**src/irx_defines.svh**
```systemverilog
`ifndef IRX_DEFINES_SVH
`define IRX_DEFINES_SVH

// ----------------------------------------
// register offsets (byte addresses)
// ----------------------------------------
`define IRX_OFS_CTRL 8'h00
`define IRX_OFS_OWN 8'h04
`define IRX_OFS_TX 8'h08
`define IRX_OFS_RX 8'h0c
`define IRX_OFS_FLAGS 8'h10
`define IRX_OFS_MASK 8'h14

// ----------------------------------------
// field widths and positions
// ----------------------------------------
`define IRX_CTRL_W 4
`define IRX_FLAGS_W 7
`define IRX_EVENT_W 6
`define IRX_OWN_W 7
`define IRX_BYTE_W 8
`define IRX_DIR_POS 0

// ----------------------------------------
// reset values
// ----------------------------------------
`define IRX_CTRL_RST 4'h0
`define IRX_FLAGS_RST 7'h00
`define IRX_MASK_RST 7'h00
`define IRX_OWN_RST 7'h00
`define IRX_BYTE_RST 8'h00

// ----------------------------------------
// timing
// ----------------------------------------
`define IRX_CLK_PERIOD_NS 10
`define IRX_SCL_PERIOD_NS 10000
`define IRX_QUARTER_CYCLES (`IRX_SCL_PERIOD_NS / (4 * `IRX_CLK_PERIOD_NS))
`define IRX_LAST_BIT 4'h8

`endif

```
**src/irx_pkg.sv**
```systemverilog
`default_nettype none

package irx_pkg;

  // ----------------------------------------
  // register layouts
  // ----------------------------------------
  typedef struct packed {
    logic slave_en;
    logic send_not_ack_bit;
    logic issue_stop_bit;
    logic issue_start_bit;
  } irx_ctrl_type;

  typedef struct packed {
    logic slave_direction_bit;
    logic byte_done_flag;
    logic stop_seen_flag;
    logic start_seen_flag;
    logic not_ack_received_flag;
    logic rx_buffer_full_flag;
    logic tx_buffer_empty_flag;
  } irx_flags_type;

  // ----------------------------------------
  // state machines
  // ----------------------------------------
  typedef enum logic [2:0] {
    irx_m_idle = 3'h0,
    irx_m_start = 3'h1,
    irx_m_hold = 3'h3,
    irx_m_bit = 3'h2,
    irx_m_stop = 3'h6
  } irx_mstate_type;

  typedef enum logic [1:0] {
    irx_s_idle = 2'h0,
    irx_s_recv = 2'h1,
    irx_s_ack = 2'h3,
    irx_s_skip = 2'h2
  } irx_sstate_type;

endpackage

`default_nettype wire

```
**src/irx_pin_sync.sv**
```systemverilog
`default_nettype none

module irx_pin_sync #(
  parameter int WIDTH = 2,
  parameter logic [WIDTH-1:0] RESET_VAL = '1
) (
  // clock and reset
  input wire logic clock,
  input wire logic rst,
  // pins in, filtered levels out
  input wire logic [WIDTH-1:0] async_in,
  output logic [WIDTH-1:0] sync_out
);

  logic [WIDTH-1:0] ff1;
  logic [WIDTH-1:0] ff2;
  logic [WIDTH-1:0] ff3;
  logic [WIDTH-1:0] next_out;

  // a change counts only once stages two and three agree
  always_comb begin
    next_out = sync_out;
    for (int i = 0; i < WIDTH; i++) begin
      if (ff2[i] == ff3[i]) begin
        next_out[i] = ff3[i];
      end
    end
  end

  always_ff @(posedge clock or posedge rst) begin
    if (rst) begin
      ff1 <= RESET_VAL;
      ff2 <= RESET_VAL;
      ff3 <= RESET_VAL;
      sync_out <= RESET_VAL;
    end else begin
      ff1 <= async_in;
      ff2 <= ff1;
      ff3 <= ff2;
      sync_out <= next_out;
    end
  end

endmodule // irx_pin_sync

`default_nettype wire

```
**src/irx_i2c_receive.sv**
```systemverilog
// Implementation choices: the register addresses and register access over APB.

`include "irx_defines.svh"

`default_nettype none

module irx_i2c_receive #(
  parameter int QUARTER = `IRX_QUARTER_CYCLES
) (
  // clock and reset
  input wire logic clock,
  input wire logic rst,
  // apb slave
  input wire logic psel,
  input wire logic penable,
  input wire logic pwrite,
  input wire logic [7:0] paddr,
  input wire logic [31:0] pwdata,
  output logic [31:0] prdata,
  output logic pready,
  output logic pslverr,
  // two-wire bus, open drain
  input wire logic scl_in,
  output logic scl_out,
  output logic scl_oe,
  input wire logic sda_in,
  output logic sda_out,
  output logic sda_oe,
  // interrupt
  output logic irq
);

  import irx_pkg::*;

  // ----------------------------------------
  // pin sampling
  // ----------------------------------------
  logic [1:0] pin_s;
  logic scl_s;
  logic sda_s;

  irx_pin_sync #(.WIDTH(2), .RESET_VAL(2'h3)) u_sync (
    .clock(clock),
    .rst(rst),
    .async_in({scl_in, sda_in}),
    .sync_out(pin_s)
  );

  assign scl_s = pin_s[1];
  assign sda_s = pin_s[0];

  function automatic logic mapped(input logic [7:0] a);
    mapped = (a == `IRX_OFS_CTRL) || (a == `IRX_OFS_OWN) || (a == `IRX_OFS_TX) ||
             (a == `IRX_OFS_RX) || (a == `IRX_OFS_FLAGS) || (a == `IRX_OFS_MASK);
  endfunction

  // ----------------------------------------
  // register state
  // ----------------------------------------
  irx_ctrl_type ctrl, next_ctrl;
  irx_flags_type flags, next_flags;
  irx_flags_type mask, next_mask;
  logic [6:0] own_addr, next_own_addr;
  logic [7:0] tx_byte, next_tx_byte;
  logic tx_pending, next_tx_pending;
  logic [7:0] rx_byte, next_rx_byte;
  logic [31:0] next_prdata;

  // ----------------------------------------
  // master engine
  // ----------------------------------------
  irx_mstate_type m_state, next_m_state;
  irx_sstate_type s_state, next_s_state;
  logic [1:0] m_phase, next_m_phase;
  logic [15:0] m_qcnt, next_m_qcnt;
  logic [3:0] m_bcnt, next_m_bcnt;
  logic [7:0] m_shift, next_m_shift;
  logic m_addr, next_m_addr;
  logic m_dir, next_m_dir;
  logic m_read, next_m_read;
  logic m_done, next_m_done;
  logic m_tick;
  logic m_scl_oe, m_sda_oe;
  logic m_ev_start, m_ev_rx, m_ev_nack, m_ev_stop, m_take_tx;
  logic m_clr_start, m_clr_stop, m_clr_nack;

  always_comb begin
    next_m_state = m_state;
    next_m_phase = m_phase;
    next_m_bcnt = m_bcnt;
    next_m_shift = m_shift;
    next_m_addr = m_addr;
    next_m_dir = m_dir;
    next_m_read = m_read;
    next_m_done = m_done;
    {m_ev_start, m_ev_rx, m_ev_nack, m_ev_stop, m_take_tx} = 5'h00;
    {m_clr_start, m_clr_stop, m_clr_nack} = 3'h0;
    m_scl_oe = 1'b0;
    m_sda_oe = 1'b0;
    m_tick = (m_qcnt == 16'(QUARTER - 1));
    // the quarter timer only runs while the master owns the bus and moves
    if (m_state == irx_m_idle || m_state == irx_m_hold || m_tick) begin
      next_m_qcnt = 16'h0000;
    end else begin
      next_m_qcnt = m_qcnt + 16'h0001;
    end
    case (m_state)
      irx_m_idle: begin
        // no arbitration: only start on a quiet bus with the slave side idle
        if (ctrl.issue_start_bit && scl_s && sda_s && s_state == irx_s_idle) begin
          next_m_state = irx_m_start;
          next_m_phase = 2'h0;
          next_m_read = 1'b0;
          next_m_done = 1'b0;
          m_clr_start = 1'b1;
        end
      end
      irx_m_start: begin
        m_sda_oe = (m_phase != 2'h0);
        m_scl_oe = (m_phase == 2'h2);
        if (m_tick) begin
          if (m_phase == 2'h2) begin
            m_ev_start = 1'b1;
            next_m_state = irx_m_hold;
            next_m_phase = 2'h0;
          end else begin
            next_m_phase = m_phase + 2'h1;
          end
        end
      end
      irx_m_hold: begin
        m_scl_oe = 1'b1;
        if (ctrl.issue_stop_bit) begin
          next_m_state = irx_m_stop;
          next_m_phase = 2'h0;
          m_clr_stop = 1'b1;
        end else if (tx_pending && !m_read && !m_done) begin
          m_take_tx = 1'b1;
          next_m_shift = tx_byte;
          next_m_dir = tx_byte[`IRX_DIR_POS];
          next_m_addr = 1'b1;
          next_m_bcnt = 4'h0;
          next_m_phase = 2'h0;
          next_m_state = irx_m_bit;
        end else if (m_read && !m_done) begin
          next_m_addr = 1'b0;
          next_m_bcnt = 4'h0;
          next_m_phase = 2'h0;
          next_m_state = irx_m_bit;
        end
      end
      irx_m_bit: begin
        m_scl_oe = ~m_phase[1];
        if (m_bcnt == `IRX_LAST_BIT) begin
          m_sda_oe = !m_addr && !ctrl.send_not_ack_bit;
        end else begin
          m_sda_oe = m_addr && !m_shift[7];
        end
        if (m_tick) begin
          next_m_phase = m_phase + 2'h1;
          if (m_phase == 2'h2 && !m_addr && m_bcnt != `IRX_LAST_BIT) begin
            next_m_shift = {m_shift[6:0], sda_s};
          end
          if (m_phase == 2'h3) begin
            if (m_bcnt != `IRX_LAST_BIT) begin
              next_m_bcnt = m_bcnt + 4'h1;
              if (m_addr) begin
                next_m_shift = {m_shift[6:0], 1'b0};
              end
            end else begin
              next_m_state = irx_m_hold;
              if (m_addr) begin
                if (sda_s) begin
                  m_ev_nack = 1'b1;
                  next_m_done = 1'b1;
                end else begin
                  // write direction is not this block's job: park until stop
                  next_m_read = m_dir;
                  next_m_done = ~m_dir;
                end
              end else begin
                m_ev_rx = 1'b1;
                if (ctrl.send_not_ack_bit) begin
                  m_clr_nack = 1'b1;
                  next_m_done = 1'b1;
                end
              end
            end
          end
        end
      end
      irx_m_stop: begin
        m_scl_oe = (m_phase == 2'h0);
        m_sda_oe = (m_phase != 2'h2);
        if (m_tick) begin
          if (m_phase == 2'h2) begin
            m_ev_stop = 1'b1;
            next_m_state = irx_m_idle;
            next_m_phase = 2'h0;
          end else begin
            next_m_phase = m_phase + 2'h1;
          end
        end
      end
      default: begin
        next_m_state = irx_m_idle;
      end
    endcase
  end

  always_ff @(posedge clock or posedge rst) begin
    if (rst) begin
      m_state <= irx_m_idle;
      m_phase <= 2'h0;
      m_qcnt <= 16'h0000;
      m_bcnt <= 4'h0;
      m_shift <= `IRX_BYTE_RST;
      m_addr <= 1'b0;
      m_dir <= 1'b0;
      m_read <= 1'b0;
      m_done <= 1'b0;
    end else begin
      m_state <= next_m_state;
      m_phase <= next_m_phase;
      m_qcnt <= next_m_qcnt;
      m_bcnt <= next_m_bcnt;
      m_shift <= next_m_shift;
      m_addr <= next_m_addr;
      m_dir <= next_m_dir;
      m_read <= next_m_read;
      m_done <= next_m_done;
    end
  end

  // ----------------------------------------
  // slave engine
  // ----------------------------------------
  logic [3:0] s_bcnt, next_s_bcnt;
  logic [7:0] s_shift, next_s_shift;
  logic s_addr, next_s_addr;
  logic s_dir, next_s_dir;
  logic scl_q, sda_q;
  logic s_rise, s_fall, s_start, s_stop;
  logic s_ev_start, s_ev_rx, s_ev_stop, s_clr_nack;

  always_comb begin
    next_s_state = s_state;
    next_s_bcnt = s_bcnt;
    next_s_shift = s_shift;
    next_s_addr = s_addr;
    next_s_dir = s_dir;
    {s_ev_start, s_ev_rx, s_ev_stop, s_clr_nack} = 4'h0;
    s_rise = scl_s && !scl_q;
    s_fall = !scl_s && scl_q;
    s_start = scl_s && scl_q && sda_q && !sda_s;
    s_stop = scl_s && scl_q && !sda_q && sda_s;
    if (!ctrl.slave_en || m_state != irx_m_idle) begin
      next_s_state = irx_s_idle;
    end else if (s_start) begin
      // a repeated start re-reads the address and may flip direction
      next_s_state = irx_s_recv;
      next_s_bcnt = 4'h0;
      next_s_addr = 1'b1;
    end else if (s_stop) begin
      s_ev_stop = (s_state != irx_s_idle);
      next_s_state = irx_s_idle;
    end else begin
      case (s_state)
        irx_s_idle: begin
          next_s_bcnt = 4'h0;
        end
        irx_s_recv: begin
          if (s_rise && s_bcnt != `IRX_LAST_BIT) begin
            next_s_shift = {s_shift[6:0], sda_s};
            next_s_bcnt = s_bcnt + 4'h1;
          end
          if (s_fall && s_bcnt == `IRX_LAST_BIT) begin
            if (s_addr) begin
              if (s_shift[7:1] == own_addr) begin
                s_ev_start = 1'b1;
                next_s_dir = s_shift[`IRX_DIR_POS];
                next_s_addr = 1'b0;
                next_s_state = irx_s_ack;
              end else begin
                next_s_state = irx_s_skip;
              end
            end else begin
              s_ev_rx = 1'b1;
              if (ctrl.send_not_ack_bit) begin
                s_clr_nack = 1'b1;
                next_s_state = irx_s_skip;
              end else begin
                next_s_state = irx_s_ack;
              end
            end
          end
        end
        irx_s_ack: begin
          if (s_fall) begin
            // slave transmit is handled elsewhere: step aside after the ack
            next_s_state = s_dir ? irx_s_skip : irx_s_recv;
            next_s_bcnt = 4'h0;
          end
        end
        irx_s_skip: begin
          next_s_bcnt = 4'h0;
        end
        default: begin
          next_s_state = irx_s_idle;
        end
      endcase
    end
  end

  always_ff @(posedge clock or posedge rst) begin
    if (rst) begin
      s_state <= irx_s_idle;
      s_bcnt <= 4'h0;
      s_shift <= `IRX_BYTE_RST;
      s_addr <= 1'b0;
      s_dir <= 1'b0;
      scl_q <= 1'b1;
      sda_q <= 1'b1;
    end else begin
      s_state <= next_s_state;
      s_bcnt <= next_s_bcnt;
      s_shift <= next_s_shift;
      s_addr <= next_s_addr;
      s_dir <= next_s_dir;
      scl_q <= scl_s;
      sda_q <= sda_s;
    end
  end

  // ----------------------------------------
  // registers and apb
  // ----------------------------------------
  logic wr_en, rd_setup;
  logic [`IRX_EVENT_W-1:0] ev_set;

  always_comb begin
    wr_en = psel && penable && pwrite;
    rd_setup = psel && !penable && !pwrite;
    next_ctrl = ctrl;
    next_mask = mask;
    next_own_addr = own_addr;
    next_tx_byte = tx_byte;
    next_tx_pending = tx_pending && !m_take_tx;
    next_rx_byte = rx_byte;
    next_prdata = prdata;
    // hardware clears the one-shot commands once acted upon
    if (m_clr_start) next_ctrl.issue_start_bit = 1'b0;
    if (m_clr_stop) next_ctrl.issue_stop_bit = 1'b0;
    if (m_clr_nack || s_clr_nack) next_ctrl.send_not_ack_bit = 1'b0;
    if (m_ev_rx) next_rx_byte = m_shift;
    if (s_ev_rx) next_rx_byte = s_shift;
    ev_set = {s_ev_rx, m_ev_stop || s_ev_stop, m_ev_start || s_ev_start,
              m_ev_nack, m_ev_rx || s_ev_rx, m_ev_start || m_take_tx};
    next_flags = flags;
    if (wr_en && paddr == `IRX_OFS_FLAGS) begin
      next_flags = irx_flags_type'(flags & ~pwdata[`IRX_FLAGS_W-1:0]);
    end
    // a set in the same cycle as its clear wins
    next_flags = irx_flags_type'(next_flags | {1'b0, ev_set});
    next_flags.slave_direction_bit = s_dir;
    if (wr_en) begin
      case (paddr)
        `IRX_OFS_CTRL: next_ctrl = irx_ctrl_type'(pwdata[`IRX_CTRL_W-1:0]);
        `IRX_OFS_OWN: next_own_addr = pwdata[`IRX_OWN_W-1:0];
        `IRX_OFS_TX: begin
          next_tx_byte = pwdata[`IRX_BYTE_W-1:0];
          next_tx_pending = 1'b1;
        end
        `IRX_OFS_MASK: next_mask = irx_flags_type'(pwdata[`IRX_FLAGS_W-1:0]);
        default: next_tx_pending = next_tx_pending;
      endcase
    end
    if (rd_setup) begin
      case (paddr)
        `IRX_OFS_CTRL: next_prdata = {28'h0000000, ctrl};
        `IRX_OFS_OWN: next_prdata = {25'h0000000, own_addr};
        `IRX_OFS_TX: next_prdata = {24'h000000, tx_byte};
        `IRX_OFS_RX: next_prdata = {24'h000000, rx_byte};
        `IRX_OFS_FLAGS: next_prdata = {25'h0000000, flags};
        `IRX_OFS_MASK: next_prdata = {25'h0000000, mask};
        default: next_prdata = 32'h00000000;
      endcase
    end
  end

  always_ff @(posedge clock or posedge rst) begin
    if (rst) begin
      ctrl <= `IRX_CTRL_RST;
      flags <= `IRX_FLAGS_RST;
      mask <= `IRX_MASK_RST;
      own_addr <= `IRX_OWN_RST;
      tx_byte <= `IRX_BYTE_RST;
      tx_pending <= 1'b0;
      rx_byte <= `IRX_BYTE_RST;
      prdata <= 32'h00000000;
    end else begin
      ctrl <= next_ctrl;
      flags <= next_flags;
      mask <= next_mask;
      own_addr <= next_own_addr;
      tx_byte <= next_tx_byte;
      tx_pending <= next_tx_pending;
      rx_byte <= next_rx_byte;
      prdata <= next_prdata;
    end
  end

  // ----------------------------------------
  // outputs
  // ----------------------------------------
  assign pready = 1'b1;
  assign pslverr = psel && penable && !mapped(paddr);
  assign scl_out = 1'b0;
  assign sda_out = 1'b0;
  assign scl_oe = m_scl_oe;
  assign sda_oe = m_sda_oe || (s_state == irx_s_ack);
  // direction is status, not an event, so it never raises the line
  assign irq = |(flags[`IRX_EVENT_W-1:0] & mask[`IRX_EVENT_W-1:0]);

endmodule // irx_i2c_receive

`default_nettype wire

```
**config.mk**
```make
export PLATFORM = sky130hd
export DESIGN_NAME = irx_i2c_receive
export DESIGN_NICKNAME = d
export VERILOG_FILES = /design/src/irx_pkg.sv /design/src/irx_pin_sync.sv /design/src/irx_i2c_receive.sv
export VERILOG_INCLUDE_DIRS = /design/src
export SDC_FILE = /design/constraint.sdc
export NUM_CORES = 1
export LEC_CHECK = 0
export ABC_CLOCK_PERIOD_IN_PS = 6900
export BUFFER_PORTS_ARGS = -buffer_cell sky130_fd_sc_hd__buf_4
export CORE_MARGIN = 2
export CORE_UTILIZATION = 30
export CTS_CLUSTER_SIZE = 24
export DETAILED_ROUTE_END_ITERATION = 10
export SYNTH_ARGS = -nofsm -noshare
export SYNTH_HDL_FRONTEND = slang
export SYNTH_SLANG_ARGS = --single-unit
```
**constraint.sdc**
```tcl
create_clock -name clock -period 6.9 [get_ports clock]
set_input_delay 0.345 -clock clock [delete_from_list [all_inputs] [get_ports clock]]
set_output_delay 0.345 -clock clock [all_outputs]
set_load 0.005 [all_outputs]
```
## Word-level counts from Yosys, hierarchy flattened

Cells that the tools add are included.

| word-level totals | value |
|---|---|
| bits in registers | 137 |
| input port bits | 47 |
| output and inout bits | 39 |
| logic and storage cells | 329 |

| operators by class | value |
|---|---|
| $add $sub $neg | 4 |
| eq/ne operators | 45 |
| multiplexer cells | 137 |
| bitwise gates (word level) | 10 |
| reductions and logical operators | 89 |

Operators by type and width:

| kind | number |
|---|---|
| 2-to-1 mux 1 bit | 78 |
| 2-to-1 mux 8 bit | 9 |
| one-hot mux 8 bit (6 select lines) | 1 |
| 2-to-1 mux 4 bit | 10 |
| 2-to-1 mux 3 bit | 13 |
| 2-to-1 mux 2 bit | 14 |
| logical AND 1 bit | 26 |
| != test 2 bit (second input constant) | 13 |
| adder 16 x 1 -> 16 bit (second input constant) | 1 |
| == test 16 x 8 -> 1 bit (second input constant) | 1 |
| == test 8 x 4 -> 1 bit (second input constant) | 2 |
| == test 8 x 5 -> 1 bit (second input constant) | 2 |
| 2-to-1 mux 16 bit | 1 |
| one-hot mux 8 bit (2 select lines) | 1 |
| nonzero test 2 bit | 8 |
| one-hot mux 3 bit (5 select lines) | 1 |
| zero test 1 bit | 14 |
| logical OR 1 bit | 14 |
| AND reduction 7 bit | 2 |
| bitwise AND 6 bit | 2 |
| one-hot mux 4 bit (3 select lines) | 1 |
| AND reduction 4 bit | 3 |
| AND reduction 6 bit | 2 |
| != test 5 bit (second input constant) | 2 |
| 38 further kinds | 64 |

## Logic depth before layout (Yosys ltp)

| depth | value |
|---|---|
| word-level depth | 12 |
| mapped depth | 8 |
| depth with buffers taken out | 7 |

## Cells and area by module

A second synthesis with hierarchy kept.

| second synthesis, totals | value |
|---|---|
| cell total of the unflattened synthesis | 578 |
| area total of the unflattened synthesis | 6008.3 um2 |

Modules (own cells, without submodules):

| module | instances | cells each | area each (um2) | seq. area each (um2) |
|---|---|---|---|---|
| irx_i2c_receive | 1 | 567 | 5771.8 | 2630.0 |
| irx_pin_sync | 1 | 11 | 236.5 | 210.2 |

## Worst setup path before layout

Ideal clock, no wire load.

| path | value |
|---|---|
| path kind | input-to-reg |
| from | in paddr[5] |
| to | reg flags[3] (netlist name) |
| library setup time | 0.131 ns |
| arrival time | 1.970 ns |
| required time | 6.769 ns |
| path slack | 4.799 ns |
| stages on the path | 5 |
| path buffers | 0 |
| cells stage by stage | or3_4 > or3_4 > or3_4 > o21a_1 > or3_1 |

RTL lines:

| item | line | source |
|---|---|---|
| from (decl) | irx_i2c_receive.sv:17 | `input wire logic [7:0] paddr,` |
| to (signal assigned) | irx_i2c_receive.sv:394 | `` flags <= `IRX_FLAGS_RST; `` |
| to (signal assigned) | irx_i2c_receive.sv:403 | `flags <= next_flags;` |
| to (decl) | irx_i2c_receive.sv:61 | `irx_flags_type flags, next_flags;` |

## Worst setup path in the final report

| path | value |
|---|---|
| from | reg m_qcnt[11] |
| to | reg rx_byte[1] |

| between the ends | value |
|---|---|
| word-level cells in the longest chain between the ends | 4 |

RTL lines:

| item | line | source |
|---|---|---|
| from (decl) | irx_i2c_receive.sv:75 | `logic [15:0] m_qcnt, next_m_qcnt;` |
| from (signal assigned) | irx_i2c_receive.sv:225 | `m_qcnt <= next_m_qcnt;` |
| == test 16 x 8 -> 1 bit | irx_i2c_receive.sv:100 | `m_tick = (m_qcnt == 16'(QUARTER - 1));` |
| 2-to-1 mux 1 bit | irx_i2c_receive.sv:159 | `if (m_tick) begin` |
| 2-to-1 mux 1 bit | irx_i2c_receive.sv:107 | `case (m_state)` |
| nonzero test 2 bit (no line) | n/a |  |
| to (signal assigned) | irx_i2c_receive.sv:399 | `` rx_byte <= `IRX_BYTE_RST; `` |
| to (signal assigned) | irx_i2c_receive.sv:408 | `rx_byte <= next_rx_byte;` |
| to (decl) | irx_i2c_receive.sv:66 | `logic [7:0] rx_byte, next_rx_byte;` |

Every way passes these cells.
A chain may end at the register's enable or synchronous reset.

==> flow_summary.ini <==
[run_status]
status = completed

[yosys]
ys_ff_latch = 113
ys.flop_type = dfrtp_1
syn-cell-area_mm2 = 0.00605
ys_types = 72
synth-xor-area-share_pct = 2.75
synth_top_family_by_area = simple AND/OR/NAND/NOR gates
synth_top_area_share_pct = 42.6
yosysWarnings = 0
synthTopCellsByArea = dfrtp_1 (43%), dfstp_2 (4.3%), o21ai_0 (4.2%), mux2_2 (4.1%), mux2i_1 (3.8%)
async_reset_ff_share_pct = 100
synthAdderAreaFrac_pct = 2.40
avgSynthCellArea_um2 = 10.0
synthCells = 604
synth.area.mux_share_pct = 9.21
synth-simple-area-share_pct = 18.6
synth_compound_area_share_pct = 13.7
synth_top_area_cell = dfrtp_1
synth_seq_area_share_pct = 47.0
synth_edf_count = 0

[cts]
cts_buffers = 17
h-tree-depth = 4
postCtsSetupBuffers = 0
cts.clk_slew.worst_paths_ns = 0.06
numClockSinks = 113
tritoncts = built
post_cts_resized = 0
hold_buffers = 0
cts_buffer_depth = 2
clkLatencyLatePin_ns = 0.41
cts_root_buf = clkbuf_16

[floorplanning]
core_mm2 = 0.0196
rows = 51
dieArea_mm2 = 0.0213
die_w_um = 146
io_pins = 86
die_h_um = 146
initial_core_util_pct = 30.9

[power]
p_total_mw = 1.80
p_per_area_mw_per_mm2 = 256
power_leakage_nw = 3.16
peakVddDrop_v = 0.000183

[timing]
worst_pin_slew_ns = 0.913
rsz0062_at_grt = false
hold_viol_final = 0
fin_hold_ws_ns = 0.0450
slew_headroom_pct = 38.5
finalCriticalPeriod_ns = 2.88
setup_viol = 0
final.period_utilization_pct = 41.7
setup_tns_ns = 0
slew_violations = 0
skew_ns = 0.0107
max_freq_mhz = 348

[global_route]
grtUsageTotal_pct = 13.3
grt_pass1_wl_mm = 22.8
grt_max_degree = 64
gr-total-overflow = 0
antenna_found_initial = 0
grt_pass1_vias = 4294

[layout]
n_antenna_cell = 0
layout_commonest_cell = dfrtp_1
area_growth_syn_to_layout_pct = 16.4
final_nets = 694
drive_gt1_share_pct = 18.6
final_cell_mix = dfrtp_1 (103), nand2_1 (59), o21ai_0 (51), nor2_1 (47), buf_4 (35)

[routing]
wl_mm = 13.9
wire_per_inst_um = 15.2
first_iter_violations = 275
vias = 4418
via_per_inst = 4.83
drcViolationCount = 0
ant_nets = 0
dr.pass1.iters = 4

[placed_design]
portBuffers = 34
place_congestion = 0.804
dp_hpwl_mm = 9.90

[critical_path]
crit_slowest_cell = nand4b_1
slowest_delay_ns = 0.72
critPathLaunchType = flop
rr_startpoint = m_qcnt[11]$_DFF_PP0_
required_ns = 7.15
r2r_setup_slack_ns = 4.02
end_kind = flop
rr_endpoint = rx_byte[1]$_DFFE_PP0P_
critPathArrivalTime_ns = 3.13
reg2reg_depth = 5
setup.worst_path.class = flop to flop
worstPathCellList = or4_4 > nor4_4 > nand4b_1 > mux2i_1 > a21oi_1
crit_end = rx_byte[1]$_DFFE_PP0P_
cp-startpoint = m_qcnt[11]$_DFF_PP0_
cp_max_fo = 10

[flow_run]
cap_viol_max_count = 0

[worst_hold_path]
hold_class = primary input to async pin
[stage by stage]
stage               util (%)  area, um^2  setup slack (ns)  instances
finish                  35.9        7040              4.02        915
global route            35.9        7040              3.78        915
CTS                     35.9        7040              3.99        915
detailed placement      33.0        6450              3.99        883
global placement        33.0        6450              3.99        883
floorplan                  -        6140              3.58        629
[kinds of logic after synthesis]
group                      Yosys count
AOI/OAI and AO/OA                  128
and+or+nand+nor                    210
muxes                               49
buffers and inverters               71
DFF                                113
other                                2
adders and majority gates           12
xor gates and xnor gates            19
[state kept, by name (all words and copies together), names as in the netlist, 4 cells and up]
signal,count
m_qcnt,16
m_shift,8
prdata,8
rx_byte,8
s_shift,8
tx_byte,8
flags,7
mask,7
own_addr,7
ctrl,4
m_bcnt,4
s_bcnt,4
[area by class of cell]
type	instances	area [um^2]
Timing Repair Buffer	35	263
Fill cell	1984	12600
Multi-Input combinational cell	445	2920
Clock buffer	19	443
Inverter	25	96.3
Clock inverter	13	139
Tap cell	265	332
Sequential cell	113	2840
[metal layers]
metal / global-route usage [%] / part of all wire (%) / vias up
li1: - / - / 2184
met1: 18.6 / 49 / 2138
met2: 20.5 / 46 / 92
met3: 3.67 / 4.6 / 4
met4: 3.14 / 0.37 / 0
met5: 0 / 0 / -
[how the worst min path moves through the flow]
stage                                  from                 endpoint
finish                                  rst   s_state[1]$_DFFE_PP0P_
global route                         scl_in  u_sync.ff1[1]$_DFF_PP1_
CTS                                  scl_in  u_sync.ff1[1]$_DFF_PP1_
detailed placement  u_sync.ff1[0]$_DFF_PP1_  u_sync.ff2[0]$_DFF_PP1_
global placement    u_sync.ff1[1]$_DFF_PP1_  u_sync.ff2[1]$_DFF_PP1_
floorplan           u_sync.ff1[0]$_DFF_PP1_  u_sync.ff2[0]$_DFF_PP1_
[synthesized netlist by cell type (all sizes together), types with 5 or more instances]
master,n
o21ai,52
dfrtp,103
nand3,21
a21oi,20
xor2,14
clkbuf,14
dfstp,10
mux2i,23
mux2,23
nor2,47
nand2,59
a22oi,5
xnor2,5
inv,25
ha,10
or3,15
nand3b,5
buf,32
nand2b,9
a22o,8
a2bb2oi,7
nor2b,6
nor3,10
o22ai,7
[critical path, delay by kind of cell (launching register included)]
kind	cells	cell delay, ns
DFF	1	0.40
muxes	1	0.36
and+or+nand+nor	3	1.87
AOI/OAI and AO/OA	1	0.09
[power breakdown]
part | total, mW | leakage, nW | internal (mW) | switching (mW)
Sequential | 0.739 | 1.50 | 0.698 | 0.0406
Clock | 0.855 | 0.283 | 0.540 | 0.315
Combinational | 0.210 | 1.38 | 0.0881 | 0.122
Note: power is estimated with default switching activity, not from simulation.
